### config.mk
export PLATFORM = sky130hd
export DESIGN_NAME = llf_light_load_ctrl
export DESIGN_NICKNAME = d
export VERILOG_FILES = /design/src/hdl/llf_pkg.sv /design/src/hdl/llf_tmr_if.sv /design/src/hdl/llf_sync.sv /design/src/hdl/llf_timer.sv /design/src/hdl/llf_light_load_ctrl.sv
export SDC_FILE = /design/constraint.sdc
export NUM_CORES = 1
export LEC_CHECK = 0
export ABC_AREA = 0
export BUFFER_PORTS_ARGS = -buffer_cell sky130_fd_sc_hd__buf_2
export CORE_ASPECT_RATIO = 0.5
export CORE_MARGIN = 4
export CORE_UTILIZATION = 29
export DETAILED_ROUTE_END_ITERATION = 10
export GPL_TIMING_DRIVEN = 0
export SETUP_SLACK_MARGIN = 0.02
export SLEW_MARGIN = 30
export SYNTH_ARGS = -nofsm -noshare
export SYNTH_HDL_FRONTEND = slang
export SYNTH_HIERARCHICAL = 1
export SYNTH_SLANG_ARGS = --single-unit
### constraint.sdc
create_clock -name i_clock -period 8.45 [get_ports i_clock]
set_input_delay 0.845 -clock i_clock [delete_from_list [all_inputs] [get_ports i_clock]]
set_output_delay 0.845 -clock i_clock [all_outputs]
set_load 0.03 [all_outputs]
### src/hdl/llf_pkg.sv
// Constants, input positions and lookup table for the light-load controller
package llf_pkg;
  // Clock rate and documented times
  localparam int CLK_MHZ = 100;
  localparam int MAX_PERIOD_US = 40;
  localparam int VALLEY_TOUT_US = 6;
  localparam int DEAD_MAX_US = 36;
  localparam int LOCKOUT_US = 1000;
  localparam int QUIET_US = 1250;
  localparam int MAX_PERIOD_CYC = MAX_PERIOD_US * CLK_MHZ;
  localparam int VALLEY_TOUT_CYC = VALLEY_TOUT_US * CLK_MHZ;
  localparam int DEAD_MAX_CYC = DEAD_MAX_US * CLK_MHZ;
  localparam int LOCKOUT_CYC = LOCKOUT_US * CLK_MHZ;
  localparam int QUIET_CYC = QUIET_US * CLK_MHZ;

  // Counter widths
  localparam int PER_W = 12;
  localparam int TMR_W = 20;

  // Valley and burst figures
  localparam logic [2:0] VALLEY_FOLD = 3'h6;
  localparam logic [2:0] VALLEY_SAT = 3'h7;
  localparam logic [1:0] BURST_PULSES = 2'h3;

  // Peak floor codes, 10 mV per step
  localparam logic [7:0] PEAK_BASE = 8'h28;
  localparam logic [7:0] PEAK_STEP = 8'h28;
  localparam logic [15:0] DEPTH_FULL = 16'h00ff;

  // Sense bins and minimum current-sense setpoint in mV
  localparam logic [4:0] BIN_MAX = 5'h11;
  localparam logic [7:0] CS_MIN_RESET = 8'hc8;
  localparam logic [7:0] CS_MIN_TABLE [0:17] = '{
    8'h50, 8'h5a, 8'h64, 8'h6e, 8'h78, 8'h7d, 8'h87, 8'h8c, 8'h96,
    8'h9b, 8'ha0, 8'ha5, 8'haf, 8'hb4, 8'hb9, 8'hbe, 8'hc3, 8'hc8};

  // Positions in the comparator vector
  localparam int SY_N = 10;
  localparam int SY_FOLD_IN = 0;
  localparam int SY_FOLD_OUT = 1;
  localparam int SY_V5 = 2;
  localparam int SY_SKIP = 3;
  localparam int SY_SEXIT = 4;
  localparam int SY_BEXIT = 5;
  localparam int SY_VALLEY = 6;
  localparam int SY_DEMAG = 7;
  localparam int SY_SECZ = 8;
  localparam int SY_CS = 9;

  typedef enum logic [1:0] {
    SK_RUN = 2'b00,
    SK_STOP = 2'b01,
    SK_BURST = 2'b10
  } llf_skip_t;

  typedef enum logic [1:0] {
    DR_OFF = 2'b00,
    DR_DEAD = 2'b01,
    DR_ON = 2'b10
  } llf_drive_t;
endpackage

### src/hdl/llf_tmr_if.sv
// Start and status pair between the controller and a one-shot timer
`timescale 1ns/1ps
interface llf_tmr_if;
  logic start;
  logic running;
  modport ctl (output start, input running);
  modport tmr (input start, output running);
endinterface

### src/hdl/llf_sync.sv
// Two-flop synchroniser for a vector of comparator levels
`timescale 1ns/1ps
module llf_sync #(
  parameter int N = 1
) (
  // Clock and reset
  input wire logic i_clock,
  input wire logic i_nrst,
  input wire logic i_ce,
  // Levels
  input wire logic [N-1:0] i_async,
  output logic [N-1:0] o_sync
);
  generate
    if (N < 1) begin : g_bad
      $error("llf_sync needs N of at least 1");
    end
    for (genvar k = 0; k < N; k++) begin : g_bit
      logic meta;
      logic held;
      always_ff @(posedge i_clock or negedge i_nrst) begin
        if (!i_nrst) begin
          meta <= 1'b0;
          held <= 1'b0;
        end else if (i_ce) begin
          meta <= i_async[k];
          held <= meta;
        end
      end
      assign o_sync[k] = held;
    end
  endgenerate
endmodule

### src/hdl/llf_timer.sv
// Retriggerable one-shot timer; runs CYCLES enabled clocks after start
`timescale 1ns/1ps
module llf_timer import llf_pkg::*; #(
  parameter int CYCLES = 1
) (
  // Clock and reset
  input wire logic i_clock,
  input wire logic i_nrst,
  input wire logic i_ce,
  // Control
  llf_tmr_if.tmr tif
);
  logic [TMR_W-1:0] cnt;
  logic [TMR_W-1:0] next_cnt;

  generate
    if (CYCLES < 1 || CYCLES >= (1 << TMR_W)) begin : g_bad
      $error("llf_timer CYCLES out of range");
    end
  endgenerate

  always_comb begin
    next_cnt = cnt;
    if (tif.start) begin
      next_cnt = TMR_W'(CYCLES);
    end else if (cnt != '0) begin
      next_cnt = cnt - 1'b1;
    end
  end

  always_ff @(posedge i_clock or negedge i_nrst) begin
    if (!i_nrst) begin
      cnt <= '0;
    end else if (i_ce) begin
      cnt <= next_cnt;
    end
  end

  assign tif.running = (cnt != '0);
endmodule

### src/hdl/llf_light_load_ctrl.sv
// Light-load foldback, minimum-frequency clamp, quiet-skip and skip auto-tune
`timescale 1ns/1ps
module llf_light_load_ctrl import llf_pkg::*; #(
  parameter int LOCKOUT_CYCLES = LOCKOUT_CYC,
  parameter int QUIET_CYCLES = QUIET_CYC
) (
  // Clock, reset, enable
  input wire logic i_clock,
  input wire logic i_nrst,
  input wire logic i_ce,
  // Feedback comparators
  input wire logic i_fb_fold_entry,
  input wire logic i_fb_fold_exit,
  input wire logic i_fb_valley5,
  input wire logic i_fb_skip,
  input wire logic i_fb_skip_exit,
  input wire logic i_fb_burst_exit,
  // Quantised feedback and valley choice
  input wire logic [7:0] i_fold_depth,
  input wire logic [2:0] i_valley_sel,
  // Demagnetization sense and current sense
  input wire logic i_demag_sense_in,
  input wire logic i_demag_done,
  input wire logic i_sec_zero,
  input wire logic [4:0] i_vsense_bin,
  input wire logic i_cs_trip,
  // Outputs
  output logic o_gate_drive_out,
  output logic o_foldback_mode,
  output logic o_burst_mode,
  output logic [7:0] o_peak_floor,
  output logic [7:0] o_cs_min,
  output logic [2:0] o_valley_count
);
  localparam int TOUT_LAST = VALLEY_TOUT_CYC - 1;
  localparam int PER_LAST = MAX_PERIOD_CYC - 1;

  generate
    if (LOCKOUT_CYCLES < 1 || QUIET_CYCLES < 1) begin : g_bad
      $error("llf_light_load_ctrl timer lengths must be positive");
    end
  endgenerate

  logic [SY_N-1:0] sy;
  logic [SY_N-1:0] raw;
  llf_tmr_if lk ();
  llf_tmr_if qt ();

  // Comparators pass two flops before any logic looks at them
  assign raw = {i_cs_trip, i_sec_zero, i_demag_done, i_demag_sense_in, i_fb_burst_exit,
                i_fb_skip_exit, i_fb_skip, i_fb_valley5, i_fb_fold_exit, i_fb_fold_entry};

  llf_sync #(.N(SY_N)) u_sync (
    .i_clock(i_clock),
    .i_nrst(i_nrst),
    .i_ce(i_ce),
    .i_async(raw),
    .o_sync(sy)
  );

  llf_timer #(.CYCLES(LOCKOUT_CYCLES)) u_lock (
    .i_clock(i_clock),
    .i_nrst(i_nrst),
    .i_ce(i_ce),
    .tif(lk.tmr)
  );

  llf_timer #(.CYCLES(QUIET_CYCLES)) u_quiet (
    .i_clock(i_clock),
    .i_nrst(i_nrst),
    .i_ce(i_ce),
    .tif(qt.tmr)
  );

  // State
  logic fold, next_fold;
  llf_skip_t sk, next_sk;
  llf_drive_t dst, next_dst;
  logic pend, next_pend;
  logic [1:0] cnt, next_cnt;
  logic [2:0] vcnt, next_vcnt;
  logic [PER_W-1:0] tout, next_tout;
  logic [PER_W-1:0] per, next_per;
  logic [PER_W-1:0] dtc, next_dtc;
  logic val_d, next_val_d;
  logic secz_d, next_secz_d;
  logic [4:0] bin, next_bin;
  logic drive, next_drive;
  logic [7:0] peak, next_peak;
  logic [7:0] csmin, next_csmin;
  logic lock_start, quiet_start;

  // Derived terms
  logic [19:0] dt_prod;
  logic [PER_W-1:0] dt_target;
  logic [15:0] red_prod;
  logic val_ev, tout_hit, val_step, val_hit, clamp_hit, allow, pulse_end;

  assign lk.start = lock_start;
  assign qt.start = quiet_start;

  always_comb begin
    dt_prod = 20'(i_fold_depth) * 20'(DEAD_MAX_CYC);
    dt_target = PER_W'(dt_prod / 20'(DEPTH_FULL));
    red_prod = 16'(i_fold_depth) * 16'(PEAK_STEP);
    val_ev = sy[SY_VALLEY] && !val_d;
    tout_hit = (tout == PER_W'(TOUT_LAST));
    val_step = (dst == DR_OFF) && (val_ev || tout_hit);
    // One bit wider so a saturated count still reaches the chosen valley
    val_hit = val_step && (({1'b0, vcnt} + 4'h1) >= {1'b0, i_valley_sel});
    clamp_hit = (per == PER_W'(PER_LAST)) && sy[SY_DEMAG];
    pulse_end = (dst == DR_ON) && sy[SY_CS];
    allow = ((sk == SK_RUN) && !sy[SY_SKIP]) ||
            ((sk == SK_BURST) && !(pend && cnt == BURST_PULSES));
  end

  // Foldback entry and exit
  always_comb begin
    next_fold = fold;
    lock_start = 1'b0;
    if (fold && (sy[SY_SKIP] || sy[SY_V5])) begin
      next_fold = 1'b0;
      lock_start = 1'b1;
    end else if (!lk.running) begin
      if (!fold && i_valley_sel == VALLEY_FOLD && sy[SY_FOLD_IN]) begin
        next_fold = 1'b1;
        lock_start = 1'b1;
      end else if (fold && sy[SY_FOLD_OUT]) begin
        next_fold = 1'b0;
        lock_start = 1'b1;
      end
    end
    // Floor raised on entry, then lowered as feedback falls
    next_peak = fold ? 8'(PEAK_BASE + PEAK_STEP - red_prod[15:8]) : PEAK_BASE;
  end

  // Skip and quiet-skip burst control
  always_comb begin
    next_sk = sk;
    next_pend = pend;
    next_cnt = cnt;
    quiet_start = 1'b0;
    case (sk)
      SK_RUN: begin
        if (sy[SY_SKIP] && dst != DR_ON) begin
          next_sk = SK_STOP;
        end
      end
      SK_STOP: begin
        if (sy[SY_BEXIT]) begin
          next_sk = SK_RUN;
        end else if (sy[SY_SEXIT] && !qt.running) begin
          next_sk = SK_BURST;
          quiet_start = 1'b1;
          next_cnt = 2'h0;
          next_pend = 1'b0;
        end
      end
      SK_BURST: begin
        if (pulse_end && cnt != BURST_PULSES) begin
          next_cnt = cnt + 2'h1;
        end
        if (sy[SY_SKIP]) begin
          next_pend = 1'b1;
        end
        if (sy[SY_BEXIT]) begin
          next_sk = SK_RUN;
        end else if (pend && cnt == BURST_PULSES && dst != DR_ON) begin
          next_sk = SK_STOP;
        end
      end
      default: begin
        next_sk = SK_RUN;
      end
    endcase
  end

  // Gate drive sequencing; frequency follows dead-time in foldback
  always_comb begin
    next_dst = dst;
    case (dst)
      DR_OFF: begin
        if (allow && clamp_hit) begin
          next_dst = DR_ON;
        end else if (allow && val_hit) begin
          next_dst = (fold && dt_target != '0) ? DR_DEAD : DR_ON;
        end
      end
      DR_DEAD: begin
        if (!allow || !fold) begin
          next_dst = DR_OFF;
        end else if (clamp_hit || (dtc + PER_W'(1)) >= dt_target) begin
          next_dst = DR_ON;
        end
      end
      DR_ON: begin
        if (sy[SY_CS]) begin
          next_dst = DR_OFF;
        end
      end
      default: begin
        next_dst = DR_OFF;
      end
    endcase
    next_drive = (next_dst == DR_ON);
    next_dtc = (dst == DR_DEAD) ? dtc + PER_W'(1) : '0;
    next_val_d = sy[SY_VALLEY];
    if (dst == DR_ON) begin
      next_vcnt = 3'h0;
    end else if (val_step && vcnt != VALLEY_SAT) begin
      next_vcnt = vcnt + 3'h1;
    end else begin
      next_vcnt = vcnt;
    end
    next_tout = (dst != DR_OFF || val_ev || tout_hit) ? '0 : tout + PER_W'(1);
    if (next_dst == DR_ON && dst != DR_ON) begin
      next_per = '0;
    end else if (per != PER_W'(PER_LAST)) begin
      next_per = per + PER_W'(1);
    end else begin
      next_per = per;
    end
  end

  // Output-voltage sample for skip auto-tuning
  always_comb begin
    next_secz_d = sy[SY_SECZ];
    next_bin = bin;
    if (sy[SY_SECZ] && !secz_d) begin
      next_bin = (i_vsense_bin > BIN_MAX) ? BIN_MAX : i_vsense_bin;
    end
    next_csmin = CS_MIN_TABLE[bin];
  end

  always_ff @(posedge i_clock or negedge i_nrst) begin
    if (!i_nrst) begin
      fold <= 1'b0;
      sk <= SK_RUN;
      dst <= DR_OFF;
      pend <= 1'b0;
      cnt <= 2'h0;
      vcnt <= 3'h0;
      tout <= '0;
      per <= '0;
      dtc <= '0;
      val_d <= 1'b0;
      secz_d <= 1'b0;
      bin <= BIN_MAX;
      drive <= 1'b0;
      peak <= PEAK_BASE;
      csmin <= CS_MIN_RESET;
    end else if (i_ce) begin
      fold <= next_fold;
      sk <= next_sk;
      dst <= next_dst;
      pend <= next_pend;
      cnt <= next_cnt;
      vcnt <= next_vcnt;
      tout <= next_tout;
      per <= next_per;
      dtc <= next_dtc;
      val_d <= next_val_d;
      secz_d <= next_secz_d;
      bin <= next_bin;
      drive <= next_drive;
      peak <= next_peak;
      csmin <= next_csmin;
    end
  end

  assign o_gate_drive_out = drive;
  assign o_foldback_mode = fold;
  assign o_burst_mode = (sk != SK_RUN);
  assign o_peak_floor = peak;
  assign o_cs_min = csmin;
  assign o_valley_count = vcnt;
endmodule

-- Yosys cells after proc, flatten, opt, wreduce, memory -nomap -nowiden
Memory sizes are Yosys's and may differ from the RTL's. A register that Yosys moved wholly into a read port is not among the register bits.
Cells that the tools add are included.
- output and inout bits: 22
- input port bits: 29
- memory bits (read-only): 256
- word-level logic and storage cells: 177
- memories: 1
- flip-flop bits (word level): 123
- memories (memory ; words ; width ; rd ports ; clocked after Yosys merged registers in ; write ports ; line ; text):
    (no name shown) ; 32 ; 8 ; 1 ; 1 ; 0 ; llf_light_load_ctrl.sv:232 ; next_csmin = CS_MIN_TABLE[bin];
- divide/modulo/power cells: 1
- add/sub/neg operators: 9
- reduce and logical (&&, ||, !) cells: 59
- bitwise logic cells: 1
- multipliers: 2
- eq/ne operators: 21
- order comparisons: 3
- mux-type cells: 44
- operators with widths (kind ; number):
    two-way mux 20 bit ; 4
    two-way mux 12 bit ; 4
    nonzero test 20 bit ; 2
    subtractor 20 x 1 -> 20 bit (second input constant) ; 2
    adder 12 x 1 -> 12 bit (second input constant) ; 3
    two-way mux 2 bit ; 14
    logical AND 1 bit ; 22
    divider 20 x 8 -> 20 bit (second input constant) ; 1
    multiplier 8 x 8 -> 16 bit (second input constant) ; 1
    two-way mux 1 bit ; 14
    nonzero test 2 bit ; 7
    == test 12 x 10 -> 1 bit (second input constant) ; 1
    == test 12 bit (second input constant) ; 1
    greater-or-equal comparator 12 bit ; 1
    != test 12 bit (second input constant) ; 1
    one-hot mux 2 bit (3 select lines) ; 2
    nonzero test 12 bit ; 1
    multiplier 8 x 3 -> 11 bit (second input constant) ; 1
    AND reduction 2 bit ; 5
    AND reduction 5 bit ; 2
    == test 2 bit (second input constant) ; 4
    zero test 1 bit ; 8
    two-way mux 8 bit ; 1
    != test 2 x 1 -> 1 bit (second input constant) ; 4
    22 further kinds ; 34

-- Longest topological paths before layout
Gate-level depths: netlist of run 1.
- depth in word-level cells: 13
- depth in mapped cells: 73

-- Modules after synthesis
The synthesis of run 1 kept the hierarchy.
- by module, submodules not included (module ; area an instance (um^2) ; instances ; sequential area each (um^2) ; cells an instance):
    llf_light_load_ctrl ; 8600.7 ; 1 ; 1760.4 ; 1042
    llf_timer at u_quiet ; 1348.8 ; 1 ; 500.5 ; 154
    llf_timer at u_lock ; 1281.2 ; 1 ; 500.5 ; 142
    llf_sync ; 898.4 ; 1 ; 500.5 ; 52

-- Worst setup path after synthesis of run 1
Ideal clock, no wire load.
- path kind: in2reg
- start point: input port i_fold_depth[0]
- end point: register per[3]
- cell stages on the path: 66
- required time: 8.374 ns
- path buffers: 3
- setup slack: -5.707 ns
- arrival: 14.080 ns
- library setup time: 0.076 ns
- cell sequence: fa_1 -> ha_1 -> ha_1 -> ha_1 -> ha_1 -> fa_1 -> clkbuf_1 -> and2_2 -> nand3_2 -> nor3_2 -> a41oi_1 -> or4_1 -> or3_1 -> a2111oi_2 -> nand3_1 -> a31o_1 -> nor3_4 -> mux2_4 -> [... 30 more ...] -> a21o_1 -> a21oi_1 -> nor2b_1 -> o21ai_0 -> nand2b_1 -> a21oi_1 -> nor2b_1 -> o21ai_0 -> nand2b_1 -> a21oi_1 -> nor2b_1 -> o21ai_0 -> nand2_1 -> nor2b_1 -> or2_1 -> buf_6 -> buf_8 -> o21ai_1
- cells in the longest elaborated chain, start to end: 12
- ends and longest elaborated chain (element ; line ; text):
    start: declaration ; llf_light_load_ctrl.sv:19 ; input wire logic [7:0] i_fold_depth,
    multiplier 8 x 8 -> 16 bit (*) ; llf_light_load_ctrl.sv:103 ; dt_prod = 20'(i_fold_depth) * 20'(DEAD_MAX_CYC);
    divider 20 x 8 -> 20 bit (*) ; llf_light_load_ctrl.sv:104 ; dt_target = PER_W'(dt_prod / 20'(DEPTH_FULL));
    parallel branches: the longest is 5 deep, another holds greater-or-equal comparator 12 bit ; - ;
    one-hot mux 2 bit (3 select lines) (*) ; llf_light_load_ctrl.sv:181 ; case (dst)
    == test 2 bit (*) ; llf_light_load_ctrl.sv:216 ; if (next_dst == DR_ON && dst != DR_ON) begin
    logical AND 1 bit (*) ; llf_light_load_ctrl.sv:216 ;
    nonzero test 2 bit (no line) ; - ;
    AND reduction 2 bit (no line) ; - ;
    end signal: assignment ; llf_light_load_ctrl.sv:260 ; per <= next_per;
    end: declaration ; llf_light_load_ctrl.sv:83 ; logic [PER_W-1:0] per, next_per;
Every way passes the cells marked *.
A chain may end at the register's enable or synchronous reset.

-- Worst setup path in the final report of run 1
- start point: input port i_fold_depth[5]
- end point: register per[8]
The elaborated chain is that of the path after synthesis.

==> results of run 1 <==
per-stage QoR:
| step | instance area, um^2 | hold slack (ns) |
|---|---|---|
| floorplan | 12500 | 0.464 |
| global placement | 13500 | 0.462 |
| detailed placement | 13500 | 0.467 |
| CTS | 15600 | 0.320 |
| global route | 16100 | 0.333 |
| finish | 16100 | 0.307 |
power by group:
part | switching (mW) | internal [mW] | total, mW
logic | 2.97 | 2.54 | 5.51
clock network | 0.297 | 0.537 | 0.834
registers | 0.108 | 0.728 | 0.837
timing repair:
item,in CTS,in global routing
cloned,0,1
pin swaps,67,52
resized for setup,133,58
buffers inserted,99,30
setup endpoints to repair,15,15
metal layers:
metal	vias up	global-route usage	part of all wire	routed length (um)
met5	-	0	0	0
met4	0	0.0502	0.020	690
met3	58	0.0199	0.033	1150
met2	265	0.247	0.49	16900
met1	5646	0.190	0.45	15600
li1	5606	-	-	-
registers in the layout, summed over array words and instances, names as in the netlist, 2 cells and up:
signal	flops
tout	12
u_quiet/cnt	20
u_sync/g_bit.held	10
dtc	12
bin	5
sk	2
dst	2
u_lock/cnt	20
o_peak_floor	7
u_sync/g_bit.meta	10
cnt	2
per	12
o_cs_min	8
o_valley_count	3
layout by cell type, fill, tap and decap left out, types with 18 or more instances in the layout:
cell type and n:
sky130_fd_sc_hd__ha_1 59, sky130_fd_sc_hd__buf_4 134, sky130_fd_sc_hd__nand3_1 57, sky130_fd_sc_hd__o21ai_0 55, sky130_fd_sc_hd__nand2b_1 23, sky130_fd_sc_hd__nand2_1 105
sky130_fd_sc_hd__a21oi_1 50, sky130_fd_sc_hd__clkbuf_1 30, sky130_fd_sc_hd__nor2_1 100, sky130_fd_sc_hd__mux2_4 22, sky130_fd_sc_hd__ha_4 27, sky130_fd_sc_hd__dfrtp_1 123
sky130_fd_sc_hd__xnor2_1 21, sky130_fd_sc_hd__inv_1 64, sky130_fd_sc_hd__clkbuf_16 18, sky130_fd_sc_hd__nand4_1 19, sky130_fd_sc_hd__nor3_1 31, sky130_fd_sc_hd__buf_2 41
sky130_fd_sc_hd__o211ai_1 18
worst register-to-register path, delay by kind of cell (launching register included):
| family | cells | cell delay (ns) |
|---|---|---|
| AOI/OAI and AO/OA | 1 | 0.62 |
| buffers and inverters | 2 | 0.81 |
| DFF | 1 | 0.46 |
| muxes | 1 | 0.25 |
| and+or+nand+nor | 6 | 1.48 |
final timing paths:
check | end | slack [ns]
min in group i_clock | o_cs_min[0] | 0.48
worst max register to register | u_quiet/cnt[19] | 4.78
worst max-delay path | per[8] | -4.77
worst min-delay path | u_lock/cnt[1] | 0.31
worst min register to register | o_cs_min[0] | 0.48
max in group asynchronous | per[5] | 7.39
cell type report:
cell class              count  area share
clock buffers              18      0.0272
multi-input cells        1128       0.591
plain buffers              57      0.0225
well taps                 540      0.0419
inverters                  69      0.0164
clock inverters            14      0.0139
flip-flops and latches    130       0.202
repair buffers            178      0.0854
cell families after synthesis:
logic type,count (synthesis)
compound gates,382
xor+xnor,50
fa+ha+maj,95
buf+inv,132
flops,130
mux,50
other cells,1
simple gates,550
==> out/qor.log, run 1 <==
INFO  placement      place_inst=1980
INFO  setup_path     crit_path_max_fanout=7
INFO  cts            cts_buf_count=17
INFO  drt            first_iter_violations=798
INFO  sta            clock-skew-final=0.0107ns
INFO  logic_synthesis ys_seq_area_frac=0.269
INFO  drt            drt_pass1_iterations=5
INFO  layout         multiInputGateArea=0.00953mm^2
INFO  sta            max_slew.worst_pin.slew=0.807ns
INFO  logic_synthesis yosysWarningCount=6
INFO  logic_synthesis synthesis.area_per_instance=8.73um^2
INFO  die            num_rows=52
INFO  logic_synthesis synth_top_area_share=0.254
INFO  setup_path     crit_type=in2reg
INFO  logic_synthesis ys_seq_elements=130
INFO  grt            pin_count_of_the_biggest_net_entering_global_routing=84
INFO  logic_synthesis area_share_of_and_or_nand_nor_cells_after_synthesis=0.250
INFO  setup_path     cp.required=8.80ns
INFO  sta            max_clock_freq=75.6MHz
INFO  grt            global_route.overflow_total=0
INFO  layout         antenna-diode-count=0
INFO  placement      place.detailed.hpwl=23.7mm
INFO  power_and_ir_drop power.leakage=6.58nW
INFO  placement      gp_congestion=0.844
INFO  placement      numPortBuffers=49
INFO  setup_path     reg2regPathDepth=10
INFO  drt            drtAntennaViolNets=0
INFO  die            chipWidth=297um
INFO  cts            cts-hold-fix-buffers=0
INFO  drt            routed_wl=34.4mm
INFO  sta            fin_tns_setup=-71.03ns
INFO  power_and_ir_drop overall_power_consumption=7.18mW
INFO  power_and_ir_drop vdd_drop_max=0.000318V
INFO  layout         area.sequential=0.00326mm^2
INFO  logic_synthesis synth_common_cells=sky130_fd_sc_hd__dfrtp_1, sky130_fd_sc_hd__nand2_1, sky130_fd_sc_hd__nor2_1
INFO  drt            wire_per_inst=16.1um
INFO  logic_synthesis ys.flop_type=sky130_fd_sc_hd__dfrtp_1
INFO  cts            cts.sinks=130
INFO  drt            drt_drc_violations_left=0
INFO  logic_synthesis async_set_reset_flop_share_out_of_synthesis=1.00
INFO  logic_synthesis mappedNetlistNets=1514
INFO  grt            antenna_found_initial=0
INFO  sta            finalCriticalPeriod=13.22ns
INFO  logic_synthesis main_combinational_cell_family_by_area_after_synthesis=simple AND/OR/NAND/NOR gates
INFO  setup_path     r2r_start=u_quiet/cnt[8]
INFO  status         status=complete, but fails checks
INFO  logic_synthesis synth_compound_gate_area_share=0.233
INFO  setup_path     crit_start=i_fold_depth[5]
INFO  cts            cts.root.buffer_cell=sky130_fd_sc_hd__clkbuf_16
INFO  layout         finalCoreUtilization=0.395
INFO  grt            grt_usage=0.145
INFO  job            max-cap-violations=0
INFO  die            core-area=0.0409mm^2
INFO  layout         layout-area-overhead-vs-synth=33.1%
INFO  layout         post_route_cells_drive_above_1_share=0.319
INFO  logic_synthesis synth_xor_area_frac=0.0399
INFO  die            boundaryPins=51
INFO  sta            grt_setup_unrepaired=yes
INFO  setup_path     cp-end-kind=register
INFO  logic_synthesis synth_top_cells_by_area=sky130_fd_sc_hd__dfrtp_1, sky130_fd_sc_hd__ha_1, sky130_fd_sc_hd__nand2_1, sky130_fd_sc_hd__nor2_1, sky130_fd_sc_hd__o21ai_0
INFO  logic_synthesis synth_area_leader_cell=sky130_fd_sc_hd__dfrtp_1
INFO  die            die_h=153um
INFO  layout         fill_cells=4039
INFO  drt            detail_route.vias_per_cell=5.42
INFO  setup_path     setup.worst_path.start_class=input port
INFO  sta            hold_viol=0
INFO  setup_path     largest_delay_contributor_family_on_the_critical_path=compound AO/OA/AOI/OAI gates
INFO  sta            setup_ws=-4.77ns
INFO  logic_synthesis post-synth-top-count-cell=sky130_fd_sc_hd__dfrtp_1
INFO  logic_synthesis netlist-cell-type-count=119
INFO  cts            tritoncts_clock_tree=done
INFO  setup_path     cp.depth=71
INFO  grt            grt_first_pass_wirelength=56.2mm
INFO  layout         finish.net_count=1705
INFO  sta            final.period_utilization=1.56
INFO  logic_synthesis cell_count_after_synthesis=1390
INFO  power_and_ir_drop power_density=445mW/mm^2
INFO  placement      pre_cts_ws=-7.04ns
INFO  die            start_util=0.297
INFO  setup_path     critical_path.max_stage_delay=0.57ns
INFO  status         failed_checks=setup timing
INFO  sta            maxSlewViolCount=0
INFO  sta            report.final.setup_viol=15
INFO  grt            grt_pass1_vias=11100
INFO  die            floorplan.die_area=0.0454mm^2
INFO  cts            cts-root-to-sink-buffers=2
INFO  setup_path     path_buf_inv=12
INFO  logic_synthesis post_synth_fa_ha_maj_area_fraction=0.103
INFO  setup_path     crit_path_top_delay_cell=sky130_fd_sc_hd__fa_1
INFO  hold_path      holdCritPathClass=in2async
INFO  layout         final-instance-count-excl-fill=2134
INFO  logic_synthesis yosys-mux-area-fraction=0.0533
INFO  cts            clk_latency=0.43ns
INFO  setup_path     cp_data_arrival_time=13.57ns
INFO  drt            via_count=11600
INFO  logic_synthesis synth-edff-count=0
INFO  cts            ctsHtreeMaxLevel=4
INFO  logic_synthesis post_synth_instance_area=0.0121mm^2
INFO  cts            path_clk_slew=0.06ns
INFO  sta            maxSlewHeadroom=0.461
Note: power is estimated with default switching activity, not from simulation.
==> run 2, diff against run 1 <==
clock period = 14.5 ns   (was 8.45 ns; I/O delays follow)
==> run 2 against run 1 <==
The flow now finishes without violations. Sequential cell count is the same. Critical path depth grew 1. Global-route usage shrank 0.56 points. First-iteration DRC count grew 8.3%.
==> out/qor.log, run 2 (synthesis results as in run 1) <==
INFO  status         status=finished, final reports clean
INFO  drt            drt_pass1_iterations=5
INFO  sta            max_slew.worst_pin.slew=0.912ns
INFO  die            core-area=0.0409mm^2
INFO  die            num_rows=52
INFO  die            boundaryPins=51
INFO  job            max-cap-violations=0
INFO  sta            maxSlewViolCount=0
INFO  layout         finalCoreUtilization=0.385
INFO  cts            path_clk_slew=0.06ns
INFO  layout         antenna-diode-count=0
INFO  cts            cts_buf_count=17
INFO  sta            finalCriticalPeriod=14.14ns
INFO  layout         layout.cells.most_common=sky130_fd_sc_hd__dfrtp_1
INFO  setup_path     cp_data_arrival_time=14.48ns
INFO  die            die_h=153um
INFO  setup_path     crit_start=i_fold_depth[4]
INFO  die            chipWidth=297um
INFO  grt            global_route.overflow_total=0
INFO  setup_path     critical_path.max_stage_delay=0.59ns
INFO  setup_path     r2r_start=u_quiet/cnt[8]
INFO  drt            drtAntennaViolNets=0
INFO  sta            fin_tns_setup=0ns
INFO  layout         layout-area-overhead-vs-synth=29.8%
INFO  cts            cts-hold-fix-buffers=0
INFO  grt            met3_usage=0.0185
INFO  cts            clk_latency=0.42ns
INFO  grt            gr-usage-met2=0.237
INFO  layout         finish.net_count=1679
INFO  grt            pin_count_of_the_biggest_net_entering_global_routing=78
INFO  layout         area.sequential=0.00326mm^2
INFO  cts            ctsHtreeMaxLevel=4
INFO  cts            cts.sinks=130
INFO  grt            grt_first_pass_wirelength=54.5mm
INFO  setup_path     cp.required=14.84ns
INFO  die            start_util=0.297
INFO  layout         final-instance-count-excl-fill=2108
INFO  cts            cts.root.buffer_cell=sky130_fd_sc_hd__clkbuf_16
INFO  drt            wire_per_inst=16.2um
INFO  drt            drt_drc_violations_left=0
INFO  sta            max_clock_freq=70.7MHz
INFO  placement      gp_congestion=0.854
INFO  setup_path     crit_path_max_fanout=8
INFO  power_and_ir_drop power.leakage=6.40nW
INFO  setup_path     crit_type=in2reg
INFO  placement      numPortBuffers=49
INFO  grt            met1_usage=0.188
INFO  setup_path     cp-end-kind=register
INFO  sta            clock-skew-final=0.0102ns
INFO  sta            maxSlewHeadroom=0.384
INFO  power_and_ir_drop overall_power_consumption=4.09mW
INFO  sta            report.final.setup_viol=0
INFO  setup_path     crit_path_top_delay_cell=sky130_fd_sc_hd__fa_1
INFO  placement      place_inst=1980
INFO  layout         reg.largest.list=u_lock/cnt (20), u_quiet/cnt (20)
INFO  die            floorplan.die_area=0.0454mm^2
INFO  setup_path     timing.critical_path.mode_cell=sky130_fd_sc_hd__ha_4
INFO  cts            tritoncts_clock_tree=done
INFO  drt            via_count=11400
INFO  hold_path      hold_path_startpoint=o_cs_min[0]
INFO  layout         multiInputGateArea=0.00940mm^2
INFO  sta            hold_viol=0
INFO  grt            antenna_found_initial=0
INFO  hold_path      holdCritPathClass=reg2reg
INFO  sta            grt_setup_unrepaired=yes
INFO  sta            final.period_utilization=0.975
INFO  cts            cts-root-to-sink-buffers=2
INFO  power_and_ir_drop power_density=260mW/mm^2
INFO  placement      place.detailed.hpwl=23.2mm
INFO  setup_path     setup.worst_path.start_class=input port
INFO  layout         fill_cells=4003
INFO  drt            routed_wl=34.1mm
INFO  drt            detail_route.vias_per_cell=5.40
INFO  power_and_ir_drop vdd_drop_max=0.000306V
INFO  sta            minimum_hold_slack=0.480ns
INFO  grt            grt_pass1_vias=10700
INFO  layout         commonest_non_fill_non_tap_cells_in_the_layout=sky130_fd_sc_hd__dfrtp_1, sky130_fd_sc_hd__buf_4, sky130_fd_sc_hd__nand2_1
INFO  grt            grt_usage=0.140
INFO  layout         post_route_cells_drive_above_1_share=0.295
INFO  drt            first_iter_violations=864
INFO  grt            top_usage_layer=met2
[run 2: changes by cell type in the layout (fill, tap and decap cells not counted), moves of 3 or more]
cell / delta
sky130_fd_sc_hd__ha_4: -3
sky130_fd_sc_hd__nor3_2: -3
sky130_fd_sc_hd__inv_6: -4
sky130_fd_sc_hd__buf_4: -19
sky130_fd_sc_hd__buf_12: -4
sky130_fd_sc_hd__a21oi_4: -3
sky130_fd_sc_hd__clkbuf_1: +3
sky130_fd_sc_hd__buf_6: -4
sky130_fd_sc_hd__nor3_1: +4
[run 2: cell type report]
type,instances,area share
buffer,59,0.0240
clock buffer,23,0.0304
clock inverter,9,0.0114
inverter,69,0.0166
multi-input combinational,1128,0.597
sequential,130,0.207
tap,540,0.0429
timing repair buffer,150,0.0706
[run 2: path summary, 6_finish.rpt]
| check | depth (start not counted) | to | slack [ns] |
|---|---|---|---|
| worst max register to register | 11 | u_quiet/cnt[11] | 10.71 |
| max in group asynchronous | 2 | o_cs_min[3] | 12.80 |
| worst max-delay path | 72 | per[5] | 0.36 |
| min in group asynchronous | 1 | u_lock/cnt[11] | 0.94 |
| worst min-delay path | 1 | o_cs_min[0] | 0.48 |
| worst min register to register | 1 | o_cs_min[0] | 0.48 |
[run 2: metal layers]
metal,share of wire,vias to the layer above,routed length (um)
li1,-,5549,-
met1,0.47,5528,15900
met2,0.48,266,16400
met3,0.030,50,1020
met4,0.021,0,702
met5,0,-,0
[run 2: power breakdown]
group	total (mW)	switching [mW]	internal [mW]	leakage, nW
Combinational	3.12	1.71	1.41	4.49
Clock	0.483	0.163	0.319	0.318
Sequential	0.489	0.0641	0.425	1.60
[run 2: repair_timing]
item | CTS | global route
cloned | 0 | 1
gates resized for setup | 83 | 133
pin swaps | 38 | 87
setup endpoints to repair | 15 | 15
buffers inserted | 53 | 46
[run 2: metrics by stage]
stage / area [um^2] / worst slack [ns]
2_1_floorplan: 12200 / 0.0218
3_3_place_gp: 13100 / -2.30
3_5_place_dp: 13200 / -2.29
4_1_cts: 14700 / 0.0210
5_1_grt: 15700 / -0.273
6_report: 15700 / 0.357
[run 2: worst max-delay path, delay by kind of cell]
| kind | cells | cell delay, ns |
|---|---|---|
| adders and majority gates | 9 | 2.44 |
| and+or+nand+nor | 24 | 4.82 |
| AOI/OAI and AO/OA | 22 | 3.58 |
| xor gates and xnor gates | 2 | 0.36 |
| buffers and inverters | 15 | 1.76 |
==> run 3, diff against run 2 <==
ABC_AREA = 1   (was 0)
==> run 3 against run 2 <==
Non-clock buffer count is 121 lower. Highest routed layer is now met5. Critical endpoint is now per[6]. Setup slack better by 0.87 ns. Cell count is 12% higher. Sequential cell count stayed put. Worst hold slack worse by 0.015 ns. Sequential share of layout area is 3.2 points higher. Register-to-register slack better by 0.43 ns. Routed wire length is 19% lower.
==> out/qor.log, run 3 <==
INFO  placement      numPortBuffers=49
INFO  drt            via_count=10700
INFO  logic_synthesis post-synth-top-count-cell=sky130_fd_sc_hd__nand2_1
INFO  layout         layout-area-overhead-vs-synth=13.1%
INFO  die            chipWidth=296um
INFO  setup_path     cp_data_arrival_time=13.62ns
INFO  sta            minimum_hold_slack=0.466ns
INFO  cts            path_clk_slew=0.05ns
INFO  die            start_util=0.296
INFO  logic_synthesis synth_area_leader_cell=sky130_fd_sc_hd__dfrtp_1
INFO  setup_path     crit_path_top_delay_cell=sky130_fd_sc_hd__fa_1
INFO  layout         layout.cell_area.non_filler=0.0137mm^2
INFO  sta            fin_tns_setup=0ns
INFO  placement      place_inst=2329
INFO  grt            antenna_found_initial=2
INFO  cts            ctsHtreeMaxLevel=4
INFO  layout         fill_cells=4398
INFO  layout         post_route_cells_drive_above_1_share=0.164
INFO  sta            clock-skew-final=0.0111ns
INFO  grt            grt_pass1_vias=10400
INFO  drt            drt_pass1_iterations=5
INFO  sta            hold_viol=0
INFO  drt            drt_drc_violations_left=0
INFO  setup_path     rrSetupSlack=11.14ns
INFO  hold_path      holdCritPathClass=reg2reg
INFO  drt            routed_wl=27.5mm
INFO  grt            grt_usage=0.123
INFO  die            boundaryPins=51
INFO  layout         final-instance-count-excl-fill=2360
INFO  sta            maxSlewHeadroom=0.356
INFO  logic_synthesis ys.flop_type=sky130_fd_sc_hd__dfrtp_1
INFO  setup_path     path_buf_inv=8
INFO  setup_path     crit_path_max_fanout=10
INFO  logic_synthesis synth_common_cells=sky130_fd_sc_hd__nand2_1, sky130_fd_sc_hd__inv_1, sky130_fd_sc_hd__nor2_1
INFO  sta            maxSlewViolCount=0
INFO  drt            drtAntennaViolNets=0
INFO  logic_synthesis netlist-cell-type-count=66
INFO  setup_path     crit_type=in2reg
INFO  layout         multiInputGateArea=0.00764mm^2
INFO  setup_path     cp-end-kind=register
INFO  logic_synthesis synth_top_cells_by_area=sky130_fd_sc_hd__dfrtp_1, sky130_fd_sc_hd__nand2_1, sky130_fd_sc_hd__ha_1, sky130_fd_sc_hd__inv_1, sky130_fd_sc_hd__nand3_1
INFO  placement      place_area=0.0130mm^2
INFO  layout         area.sequential=0.00326mm^2
INFO  grt            pin_count_of_the_biggest_net_entering_global_routing=81
INFO  logic_synthesis mappedNetlistNets=1863
INFO  cts            tritoncts_clock_tree=done
INFO  sta            grt_setup_unrepaired=no
INFO  cts            cts-hold-fix-buffers=0
INFO  setup_path     cp.required=14.85ns
INFO  die            floorplan.die_area=0.0451mm^2
INFO  logic_synthesis synth-edff-count=0
INFO  drt            detail_route.vias_per_cell=4.53
INFO  cts            cts-root-to-sink-buffers=2
INFO  logic_synthesis yosysWarningCount=6
INFO  cts            clk_latency=0.41ns
INFO  setup_path     critical_path.max_stage_delay=0.45ns
INFO  logic_synthesis async_set_reset_flop_share_out_of_synthesis=1.00
INFO  cts            cts_buf_count=17
INFO  layout         antenna-diode-count=0
INFO  cts            cts.sinks=130
INFO  placement      place.detailed.hpwl=21.8mm
INFO  layout         layout.cells.most_common=sky130_fd_sc_hd__nand2_1
INFO  job            max-cap-violations=0
INFO  sta            report.final.setup_viol=0
INFO  layout         commonest_non_fill_non_tap_cells_in_the_layout=sky130_fd_sc_hd__nand2_1, sky130_fd_sc_hd__inv_1, sky130_fd_sc_hd__nor2_1
INFO  setup_path     largest_delay_contributor_family_on_the_critical_path=simple AND/OR/NAND/NOR gates
INFO  die            die_h=152um
INFO  drt            first_iter_violations=486
INFO  die            core-area=0.0407mm^2
INFO  drt            wire_per_inst=11.6um
INFO  layout         reg.largest.list=u_lock/cnt (20), u_quiet/cnt (20)
INFO  sta            max_clock_freq=75.3MHz
INFO  grt            global_route.overflow_total=0
INFO  logic_synthesis ys_seq_elements=130
INFO  sta            max_slew.worst_pin.slew=0.959ns
INFO  sta            finalCriticalPeriod=13.27ns
INFO  sta            final.period_utilization=0.915
INFO  logic_synthesis post_synth_instance_area=0.0121mm^2
INFO  logic_synthesis synth_top_area_share=0.255
INFO  die            num_rows=52
INFO  setup_path     setup.worst_path.start_class=input port
INFO  cts            cts.root.buffer_cell=sky130_fd_sc_hd__clkbuf_16
INFO  setup_path     timing.critical_path.mode_cell=sky130_fd_sc_hd__nand2_1
INFO  status         status=finished, final reports clean
INFO  layout         finish.net_count=1933
INFO  grt            grt_first_pass_wirelength=48.0mm
INFO  logic_synthesis synthesis.area_per_instance=6.94um^2
INFO  logic_synthesis ys_seq_area_frac=0.270
INFO  logic_synthesis cell_count_after_synthesis=1739
INFO  placement      gp_congestion=0.852
-- run 3: changes by cell type after synthesis, moves of 31 or more --
cell,previous run,this run
sky130_fd_sc_hd__nand2_1,110,496
sky130_fd_sc_hd__nand2_2,1,52
sky130_fd_sc_hd__a21oi_1,62,31
sky130_fd_sc_hd__nand3_1,64,128
sky130_fd_sc_hd__inv_1,68,219
sky130_fd_sc_hd__nor2_1,108,152
-- run 3: area by class of cell --
| class | count | area share |
|---|---|---|
| clock buffers | 25 | 0.0363 |
| inverters | 240 | 0.0662 |
| flip-flops and latches | 130 | 0.239 |
| clock inverters | 5 | 0.00733 |
| well taps | 540 | 0.0495 |
| plain buffers | 37 | 0.0209 |
| multi-input cells | 1332 | 0.560 |
| repair buffers | 51 | 0.0214 |
-- run 3: cells by family (layout without fill, tap and decap cells) --
| family | after synthesis | after routing | synth area share |
|---|---|---|---|
| flops | 130 | 130 | 0.270 |
| buf+inv | 277 | 358 | 0.0983 |
| compound gates | 196 | 196 | 0.0991 |
| xor+xnor | 38 | 38 | 0.0276 |
| simple gates | 1002 | 1002 | 0.401 |
| other cells | 1 | 1 | 0.000311 |
| fa+ha+maj | 95 | 95 | 0.103 |
-- run 3: path summary, 6_finish.rpt --
| check | start | to | cells after the start |
|---|---|---|---|
| min in group asynchronous | i_nrst | o_cs_min[2] | 1 |
| setup / recovery | i_fold_depth[1] | per[6] | 93 |
| hold reg to reg | u_sync/g_bit[8].meta | u_sync/g_bit[8].held | 2 |
| hold / removal | u_sync/g_bit[8].meta | u_sync/g_bit[8].held | 2 |
| setup reg to reg | u_quiet/cnt[2] | u_quiet/cnt[9] | 11 |
| max in group asynchronous | i_nrst | o_peak_floor[5] | 2 |
-- run 3: per-stage QoR --
| stage | util | setup slack [ns] |
|---|---|---|
| floorplan | - | 2.56 |
| CTS | 0.334 | 1.04 |
| global placement | 0.319 | 0.818 |
| detailed placement | 0.320 | 0.675 |
| finish | 0.335 | 1.23 |
| global route | 0.335 | 0.0359 |
-- run 3: per-layer routing --
metal | part of all wire | GRT usage
met3 | 0.018 | 0.0159
met4 | 0.011 | 0.0271
met2 | 0.48 | 0.218
met1 | 0.49 | 0.161
met5 | 0.00098 | 0
-- run 3: repair_timing --
action,in CTS,in global routing
resized for setup,0,6
buffers inserted,0,1
setup endpoints to repair,0,10
-- run 3: tightest hold or removal path: stages, from the launching register on --
cell                      delay, ns
sky130_fd_sc_hd__dfrtp_1       0.33
sky130_fd_sc_hd__nand2_1       0.05
sky130_fd_sc_hd__nand2_1       0.05
Power of run 3 is left out: the tool's default activity adds up to more than one toggle a clock period on the data nets, which glitch-free logic cannot reach.
